<file path="config.mk">
export PLATFORM = sky130hd
export DESIGN_NAME = swtc_core
export DESIGN_NICKNAME = d
export VERILOG_FILES = /design/src/core/swtc_pkg.sv /design/src/core/swtc_cond.sv /design/src/core/swtc_core.sv
export SDC_FILE = /design/constraint.sdc
export NUM_CORES = 1
export LEC_CHECK = 0
export ABC_AREA = 0
export ABC_CLOCK_PERIOD_IN_PS = 4700
export BUFFER_PORTS_ARGS = -buffer_cell sky130_fd_sc_hd__clkbuf_2
export CAP_MARGIN = 10
export CORE_UTILIZATION = 30
export DETAILED_ROUTE_END_ITERATION = 12
export SLEW_MARGIN = 20
export SYNTH_ARGS = -nofsm -noshare
export SYNTH_HDL_FRONTEND = slang
export SYNTH_SLANG_ARGS = --single-unit
</file>
<file path="constraint.sdc">
create_clock -name sys_clk -period 4.7 [get_ports sys_clk]
set_input_delay 0.94 -clock sys_clk [delete_from_list [all_inputs] [get_ports sys_clk]]
set_output_delay 0.94 -clock sys_clk [all_outputs]
set_load 0.01 [all_outputs]
</file>
<file path="src/core/swtc_pkg.sv">
package swtc_pkg;
	localparam int unsigned SWTC_CLK_HZ = 50000000;
	// Status word bit positions
	localparam int unsigned SWTC_N_POS = 31;
	localparam int unsigned SWTC_Z_POS = 30;
	localparam int unsigned SWTC_C_POS = 29;
	localparam int unsigned SWTC_V_POS = 28;
	localparam int unsigned SWTC_I_POS = 7;
	localparam int unsigned SWTC_F_POS = 6;
	localparam int unsigned SWTC_T_POS = 5;
	localparam logic [31:0] SWTC_DEF_MASK = 32'hf00000ff;
	localparam logic [31:0] SWTC_FLG_MASK = 32'hf0000000;
	localparam logic [31:0] SWTC_CTL_MASK = 32'h000000ff;
	localparam logic [31:0] SWTC_CURRENT_PROGRAM_STATUS_RST = 32'h000000d3;
	localparam logic [31:0] SWTC_SAVED_PROGRAM_STATUS_RST = 32'h00000000;
	// Mode field codes
	localparam logic [4:0] SWTC_M_USR = 5'h10;
	localparam logic [4:0] SWTC_M_FIQ = 5'h11;
	localparam logic [4:0] SWTC_M_IRQ = 5'h12;
	localparam logic [4:0] SWTC_M_SVC = 5'h13;
	localparam logic [4:0] SWTC_M_ABT = 5'h17;
	localparam logic [4:0] SWTC_M_UND = 5'h1b;
	localparam logic [4:0] SWTC_M_SYS = 5'h1f;
	// Saved-status bank indices
	localparam logic [2:0] SWTC_BK_FIQ = 3'h0;
	localparam logic [2:0] SWTC_BK_IRQ = 3'h1;
	localparam logic [2:0] SWTC_BK_SVC = 3'h2;
	localparam logic [2:0] SWTC_BK_ABT = 3'h3;
	localparam logic [2:0] SWTC_BK_UND = 3'h4;
	localparam logic [2:0] SWTC_BK_NONE = 3'h7;
	localparam int unsigned SWTC_NBANK = 5;
	// Opcodes
	localparam logic [3:0] SWTC_OP_TST = 4'h8;
	localparam logic [3:0] SWTC_OP_TEQ = 4'h9;
	localparam logic [3:0] SWTC_OP_CMP = 4'ha;
	localparam logic [3:0] SWTC_OP_CMN = 4'hb;
	localparam logic [3:0] SWTC_RD_PC = 4'hf;
	// Cycle counts per instruction class
	localparam logic [2:0] SWTC_CYC_NORM = 3'h1;
	localparam logic [2:0] SWTC_CYC_REGSH = 3'h2;
	localparam logic [2:0] SWTC_CYC_PC = 3'h3;
	localparam logic [2:0] SWTC_CYC_PC_REGSH = 3'h4;
	localparam logic [2:0] SWTC_CYC_PSR = 3'h1;
	typedef enum logic [1:0] {
		SWTC_KIND_S,
		SWTC_KIND_N,
		SWTC_KIND_I
	} swtc_cycle_type;
	typedef enum logic [2:0] {
		SWTC_CL_NOP,
		SWTC_CL_FLAG,
		SWTC_CL_DP,
		SWTC_CL_MRS,
		SWTC_CL_MSR_ALL,
		SWTC_CL_MSR_FLG
	} swtc_class_type;
endpackage

</file>
<file path="src/core/swtc_cond.sv">
`timescale 1ns/1ps
// Condition field evaluation against the current flags
module swtc_cond
	import swtc_pkg::*;
(
	input wire logic [3:0] cond,
	input wire logic [3:0] flags,
	output logic pass
);
	logic n, z, c, v;
	always_comb begin
		n = flags[3];
		z = flags[2];
		c = flags[1];
		v = flags[0];
		case (cond)
			4'h0: pass = z;
			4'h1: pass = !z;
			4'h2: pass = c;
			4'h3: pass = !c;
			4'h4: pass = n;
			4'h5: pass = !n;
			4'h6: pass = v;
			4'h7: pass = !v;
			4'h8: pass = c && !z;
			4'h9: pass = !c || z;
			4'ha: pass = n == v;
			4'hb: pass = n != v;
			4'hc: pass = !z && (n == v);
			4'hd: pass = z || (n != v);
			4'he: pass = 1'b1;
			default: pass = 1'b0;
		endcase
	end
endmodule

</file>
<file path="src/core/swtc_core.sv">
`timescale 1ns/1ps
// What this block does
// - Flag-only ops set flags, write no register
// - Legacy restore test copies saved word if in a banked mode
// - Normal 1S; register shift 1S plus 1I
// - PC written 2S+1N; register shift adds 1I
// - Status read copies full 32-bit word
// - Full status write moves register to word
// - Flags-only write sets bits 31:28 only
// - User mode writes flags only; privileged all
// - Saved word bank follows current mode
// - Twelve defined status bits, rest reserved
// - Every status transfer takes one sequential cycle
// - Test opcodes with S clear are transfers
// - Transfer runs only when condition passes
// - Non-test PC destination with S restores saved word in banked modes
module swtc_core
	import swtc_pkg::*;
#(
	parameter int unsigned NBANK = SWTC_NBANK
) (
	input wire logic sys_clk,
	input wire logic rstn,
	input wire logic instr_valid,
	input wire logic [31:0] instr,
	input wire logic [31:0] operand,
	input wire logic [3:0] alu_flags,
	input wire logic [31:0] alu_result,
	output logic instr_ready,
	output logic [31:0] current_status_word,
	output logic [31:0] saved_status_word,
	output logic [31:0] reg_wdata,
	output logic [3:0] reg_waddr,
	output logic reg_we,
	output logic pc_we,
	output logic [31:0] pc_wdata,
	output logic cycle_valid,
	output swtc_cycle_type cycle_kind
);
	initial begin
		if (NBANK != SWTC_NBANK) begin
			$error("swtc_core: NBANK must equal five banks");
		end
	end

	logic [31:0] current_program_status_r, current_program_status_nxt;
	logic [31:0] saved_program_status_r [NBANK];
	logic [31:0] saved_program_status_nxt [NBANK];
	logic [31:0] rdata_r, rdata_nxt, pcd_r, pcd_nxt;
	logic [31:0] saved_program_status_view_r, saved_program_status_view_nxt;
	logic [3:0] waddr_r, waddr_nxt;
	logic we_r, we_nxt, pcwe_r, pcwe_nxt;
	logic [2:0] cyc_r, cyc_nxt;
	logic [2:0] pos_r, pos_nxt;
	logic [1:0] kind_r, kind_nxt;
	logic busy_r, busy_nxt;
	logic ready_r;
	logic cval_r, cval_nxt;
	logic pc_dest_r, pc_dest_nxt, regsh_r, regsh_nxt;

	logic cond_ok;
	logic [3:0] opc, rd, rd_f;
	logic sbit, is_imm, reg_shift, use_saved_program_status, is_dp, is_test, priv;
	logic [2:0] bank;
	logic [31:0] imm_val, src, sel_saved_program_status;
	swtc_class_type cls;

	swtc_cond u_cond (
		.cond(instr[31:28]),
		.flags(current_program_status_r[31:28]),
		.pass(cond_ok)
	);

	// Bank index from the active mode field
	always_comb begin
		case (current_program_status_r[4:0])
			SWTC_M_FIQ: bank = SWTC_BK_FIQ;
			SWTC_M_IRQ: bank = SWTC_BK_IRQ;
			SWTC_M_SVC: bank = SWTC_BK_SVC;
			SWTC_M_ABT: bank = SWTC_BK_ABT;
			SWTC_M_UND: bank = SWTC_BK_UND;
			default: bank = SWTC_BK_NONE;
		endcase
	end

	// Saved word of the current mode, zero where no bank exists
	always_comb begin
		if (bank == SWTC_BK_NONE) begin
			sel_saved_program_status = 32'h00000000;
		end else begin
			sel_saved_program_status = saved_program_status_r[bank];
		end
	end

	// Instruction field split and class decode
	always_comb begin
		opc = instr[24:21];
		sbit = instr[20];
		rd = instr[15:12];
		rd_f = instr[15:12];
		is_imm = instr[25];
		reg_shift = !is_imm && instr[4];
		use_saved_program_status = instr[22];
		is_dp = instr[27:26] == 2'b00 && (is_imm || !(instr[7] && instr[4]));
		is_test = opc[3:2] == 2'b10;
		priv = current_program_status_r[4:0] != SWTC_M_USR;
		imm_val = ({24'h000000, instr[7:0]} >> {instr[11:8], 1'b0})
			| ({24'h000000, instr[7:0]} << (6'h20 - {1'b0, instr[11:8], 1'b0}));
		src = is_imm ? imm_val : operand;
		cls = SWTC_CL_NOP;
		if (instr_valid && !busy_r && is_dp && cond_ok) begin
			if (is_test && sbit) begin
				cls = SWTC_CL_FLAG;
			end else if (is_test && !opc[0] && instr[21:16] == 6'h0f
				&& !is_imm) begin
				cls = SWTC_CL_MRS;
			end else if (is_test && opc[0] && instr[21:16] == 6'h29) begin
				cls = SWTC_CL_MSR_ALL;
			end else if (is_test && opc[0] && instr[21:16] == 6'h28) begin
				cls = SWTC_CL_MSR_FLG;
			end else if (!is_test) begin
				cls = SWTC_CL_DP;
			end
		end
	end

	// Status state, register and PC write requests
	always_comb begin
		current_program_status_nxt = current_program_status_r;
		saved_program_status_nxt = saved_program_status_r;
		rdata_nxt = rdata_r;
		waddr_nxt = waddr_r;
		we_nxt = 1'b0;
		pcwe_nxt = 1'b0;
		pcd_nxt = pcd_r;
		pc_dest_nxt = 1'b0;
		regsh_nxt = 1'b0;
		case (cls)
			SWTC_CL_FLAG: begin
				// Legacy restore form leaves flags alone in user mode
				if (rd_f == SWTC_RD_PC && opc == SWTC_OP_TEQ) begin
					if (priv && bank != SWTC_BK_NONE) begin
						current_program_status_nxt = sel_saved_program_status;
					end
				end else begin
					current_program_status_nxt[31:28] = alu_flags;
				end
				regsh_nxt = reg_shift;
			end
			SWTC_CL_DP: begin
				waddr_nxt = rd;
				regsh_nxt = reg_shift;
				if (rd == SWTC_RD_PC) begin
					pcwe_nxt = 1'b1;
					pcd_nxt = alu_result;
					pc_dest_nxt = 1'b1;
					if (sbit && bank != SWTC_BK_NONE) begin
						current_program_status_nxt = sel_saved_program_status;
					end
				end else begin
					we_nxt = 1'b1;
					rdata_nxt = alu_result;
					if (sbit) begin
						current_program_status_nxt[31:28] = alu_flags;
					end
				end
			end
			SWTC_CL_MRS: begin
				we_nxt = 1'b1;
				waddr_nxt = rd;
				rdata_nxt = use_saved_program_status ? sel_saved_program_status : current_program_status_r;
			end
			SWTC_CL_MSR_ALL: begin
				if (use_saved_program_status) begin
					if (bank != SWTC_BK_NONE) begin
						saved_program_status_nxt[bank] = src & SWTC_DEF_MASK;
					end
				end else if (priv) begin
					current_program_status_nxt = src & SWTC_DEF_MASK;
				end else begin
					current_program_status_nxt[31:28] = src[31:28];
				end
			end
			SWTC_CL_MSR_FLG: begin
				if (use_saved_program_status) begin
					if (bank != SWTC_BK_NONE) begin
						saved_program_status_nxt[bank][31:28] = src[31:28];
					end
				end else begin
					current_program_status_nxt[31:28] = src[31:28];
				end
			end
			default: begin
			end
		endcase
		current_program_status_nxt = current_program_status_nxt & SWTC_DEF_MASK;
	end

	// Incremental cycle sequencing
	always_comb begin
		cyc_nxt = cyc_r;
		pos_nxt = pos_r;
		busy_nxt = busy_r;
		cval_nxt = 1'b0;
		kind_nxt = kind_r;
		saved_program_status_view_nxt = sel_saved_program_status;
		if (!busy_r) begin
			if (cls != SWTC_CL_NOP) begin
				cval_nxt = 1'b1;
				kind_nxt = SWTC_KIND_S;
				case (cls)
					SWTC_CL_MRS, SWTC_CL_MSR_ALL, SWTC_CL_MSR_FLG:
						cyc_nxt = SWTC_CYC_PSR;
					default: begin
						if (cls == SWTC_CL_DP && rd == SWTC_RD_PC) begin
							cyc_nxt = reg_shift ? SWTC_CYC_PC_REGSH
								: SWTC_CYC_PC;
						end else begin
							cyc_nxt = reg_shift ? SWTC_CYC_REGSH
								: SWTC_CYC_NORM;
						end
					end
				endcase
				pos_nxt = 3'h1;
				busy_nxt = cyc_nxt != 3'h1;
			end
		end else begin
			cval_nxt = 1'b1;
			pos_nxt = pos_r + 3'h1;
			busy_nxt = pos_nxt != cyc_r;
			if (regsh_r && pos_r == 3'h1) begin
				kind_nxt = SWTC_KIND_I;
			end else if (pc_dest_r && kind_r != SWTC_KIND_N
				&& pos_nxt == cyc_r - 3'h1) begin
				kind_nxt = SWTC_KIND_N;
			end else begin
				kind_nxt = SWTC_KIND_S;
			end
		end
	end

	always_ff @(posedge sys_clk) begin
		if (!rstn) begin
			current_program_status_r <= SWTC_CURRENT_PROGRAM_STATUS_RST;
			for (int i = 0; i < NBANK; i++) begin
				saved_program_status_r[i] <= SWTC_SAVED_PROGRAM_STATUS_RST;
			end
			rdata_r <= 32'h00000000;
			pcd_r <= 32'h00000000;
			saved_program_status_view_r <= 32'h00000000;
			waddr_r <= 4'h0;
			we_r <= 1'b0;
			pcwe_r <= 1'b0;
			cyc_r <= 3'h0;
			pos_r <= 3'h0;
			kind_r <= SWTC_KIND_S;
			busy_r <= 1'b0;
			ready_r <= 1'b1;
			cval_r <= 1'b0;
			pc_dest_r <= 1'b0;
			regsh_r <= 1'b0;
		end else begin
			current_program_status_r <= current_program_status_nxt;
			saved_program_status_r <= saved_program_status_nxt;
			rdata_r <= rdata_nxt;
			pcd_r <= pcd_nxt;
			saved_program_status_view_r <= saved_program_status_view_nxt;
			waddr_r <= waddr_nxt;
			we_r <= we_nxt;
			pcwe_r <= pcwe_nxt;
			cyc_r <= cyc_nxt;
			pos_r <= pos_nxt;
			kind_r <= kind_nxt;
			busy_r <= busy_nxt;
			ready_r <= !busy_nxt;
			cval_r <= cval_nxt;
			pc_dest_r <= busy_r ? pc_dest_r : pc_dest_nxt;
			regsh_r <= busy_r ? regsh_r : regsh_nxt;
		end
	end

	assign current_status_word = current_program_status_r;
	assign saved_status_word = saved_program_status_view_r;
	assign reg_wdata = rdata_r;
	assign reg_waddr = waddr_r;
	assign reg_we = we_r;
	assign pc_we = pcwe_r;
	assign pc_wdata = pcd_r;
	assign cycle_valid = cval_r;
	assign cycle_kind = swtc_cycle_type'(kind_r);
	assign instr_ready = ready_r;
endmodule

</file>
==> metrics.cfg <==
[yosys]
syn_area_per_cell_um2=8.56
synth_top_area_share_pct=39.5
ys_ff_latch=168
async_flop_share_pct=0
ys_warn_count=0
syn_area_um2=8510
ys.flop_type=dfxtp_1
yosys.area.top_type=dfxtp_1
syn_inst=994
synth_edf_count=0
ys_seq_area_share_pct=39.5
synthDistinctLibCells=69
synth.area.top_cells=dfxtp_1 (40%), mux2i_1 (11%), nor2_1 (4.8%)

[route]
wl_per_cell_um=16.3
drtPass1Iterations=5
antenna_left=0
routed_wl_mm=24.9
routed_via_density=4.98
drc_errors=0
drt-initial-drc-count=549
via_count=7637

[status]
outcome=finished clean

[global_routing]
grt_usage_pct=17.1
first_global_vias=7140
grt_pass1_wl_mm=38.8
grt_overflow=0
antenna_found_initial=0
grt_max_degree=63

[place]
port_buffers=200
routabilityCongestion=0.871
dp_cells=1500
dp_hpwl_mm=18.0

[floorplanning]
initial_core_util_pct=30.6
die_w_um=170
num_io_pins=241
die_y_um=170
die_area_um2=29000
coreArea_um2=27900
rows=61

[power]
power_mw=3.21
ir_drop_v=0.000206
power_leakage_nw=4.51
power_density_nw_per_um2=314

[clocking]
cts_made_buffers=17
clk_path_buf_depth=2
root_buffer=clkbuf_16
clk_pin_slew_worst_paths_ps=70
cts_setup_buffers=0
cts_tree=done
hold_buffers=0
cts.sinks=168
worstSkewPairLatency_ps=440
htreeDepth=4
cts-resized-gates=0

[finish]
n_antenna_cell=0
postLayoutCoreUtil_pct=36.6
final_cell_mix=clkbuf_2 (200), dfxtp_1 (168), nor2_1 (109)
area_delta_synth_final_pct=19.8
nNetsFinal=1249
fin_cells=1532
layout_commonest_cell=clkbuf_2
drive_gt1_share_pct=23.6

[critical_path]
crit_chain=clkbuf_2 -> inv_1 -> ha_1 -> a211oi_1 -> a211o_1 -> a311oi_1 -> nand2_1 -> and3_1 -> o32ai_1
cp_max_fo=21
worstReg2RegEnd=busy_r
r2r_start=current_status_word[31]
rrSetupSlack_ps=1550
cpPeakStageDelay_ps=650
critical_path_required_ps=5040
crit_arrival_ps=3580
crit_path_top_delay_cell=a311oi_1
crit_type=in -> reg
worstRegToRegCells=10
cp-start-kind=input pin
cp-end-kind=register

[timing]
fmax_mhz=309
tightest_slew_ps=1050
slew_viol_final=0
fin_worst_skew_ps=11.9
setup_viol=0
period_share_pct=68.9
finalHoldViolCount=0
relSlewSlack_pct=30.0
hold_slack_ps=453
setup_tns_ps=0
rsz0062_at_grt=no
min_period_ps=3240

[worst_hold_path]
hp-class=reg -> reg
whs_endpoint=pc_wdata[27]
holdPathStages=2
min_from=pc_wdata[27]

[flow_run]
max_cap_violations=0

final cells by class:
| cell class | count | area, um2 |
|---|---|---|
| multi-input combinational | 719 | 4560 |
| fill | 2931 | 17700 |
| clock buffer | 17 | 425 |
| clock inverter | 15 | 198 |
| inverter | 22 | 85.1 |
| sequential | 168 | 3360 |
| timing repair buffer | 213 | 1100 |
| tap | 378 | 473 |
where the power goes:
part | total, mW | switching, mW | internal, mW
logic | 0.298 | 0.194 | 0.105
clock network | 1.47 | 0.653 | 0.815
registers | 1.44 | 0.00875 | 1.43
flip-flops by register name, indices dropped and copies added (netlist names):
register / count
pc_dest_r: 1
instr_ready: 1
current_status_word: 12
pc_wdata: 32
reg_we: 1
cycle_kind: 2
saved_program_status_r: 60
regsh_r: 1
pos_r: 3
cycle_valid: 1
reg_waddr: 4
reg_wdata: 32
saved_status_word: 13
cyc_r: 3
pc_we: 1
busy_r: 1
metrics by stage:
| step | area [um2] | setup WS, ps |
|---|---|---|
| 6_report | 10200 | 1460 |
| 2_1_floorplan | 8590 | 1120 |
| 3_5_place_dp | 9570 | 1060 |
| 5_1_grt | 10200 | 1270 |
| 4_1_cts | 10200 | 1370 |
| 3_3_place_gp | 9570 | 1060 |
worst max-delay path: cells and delay by family:
family / cells / cell delay (ps)
simple gates: 2 / 300
buf+inv: 2 / 530
compound gates: 4 / 1280
fa+ha+maj: 1 / 540
synthesized netlist by cell type, drive strengths merged, types with 18 or more instances:
| library cell | n |
|---|---|
| dfxtp | 168 |
| nor2 | 109 |
| nand2 | 103 |
| mux2i | 90 |
| a21oi | 75 |
| buf | 60 |
| clkbuf | 45 |
| nor2b | 35 |
| nor3 | 27 |
| and3 | 24 |
| o21a | 24 |
| nand3 | 22 |
| inv | 21 |
| o22ai | 18 |
per-layer routing:
metal | vias up | part of all wire (%) | routed length (um) | GRT usage (%)
li1 | 3738 | - | - | -
met1 | 3570 | 46 | 11400 | 22.3
met2 | 313 | 46 | 11400 | 28.3
met3 | 16 | 7.2 | 1790 | 3.95
met4 | 0 | 1.0 | 256 | 4.58
met5 | - | 0 | 0 | 0
worst max path at each step:
stage	startpoint	endpoint	slack [ps]	cells past startpoint
detailed placement	instr[30]	busy_r	1060	11
finish	instr[8]	current_status_word[29]	1460	9
CTS	current_status_word[1]	current_status_word[5]	1370	7
global placement	instr[8]	current_status_word[29]	1060	9
global route	instr[8]	current_status_word[29]	1270	9
floorplan	instr[29]	busy_r	1120	13
cells by family after synthesis:
family | synth area share, %
mux | 11.2
compound gates | 16.7
xor+xnor | 0.926
simple gates | 22.8
buf+inv | 8.03
flops | 39.5
other cells | 0.0441
fa+ha+maj | 0.735
(Power assumes the default switching activity.)
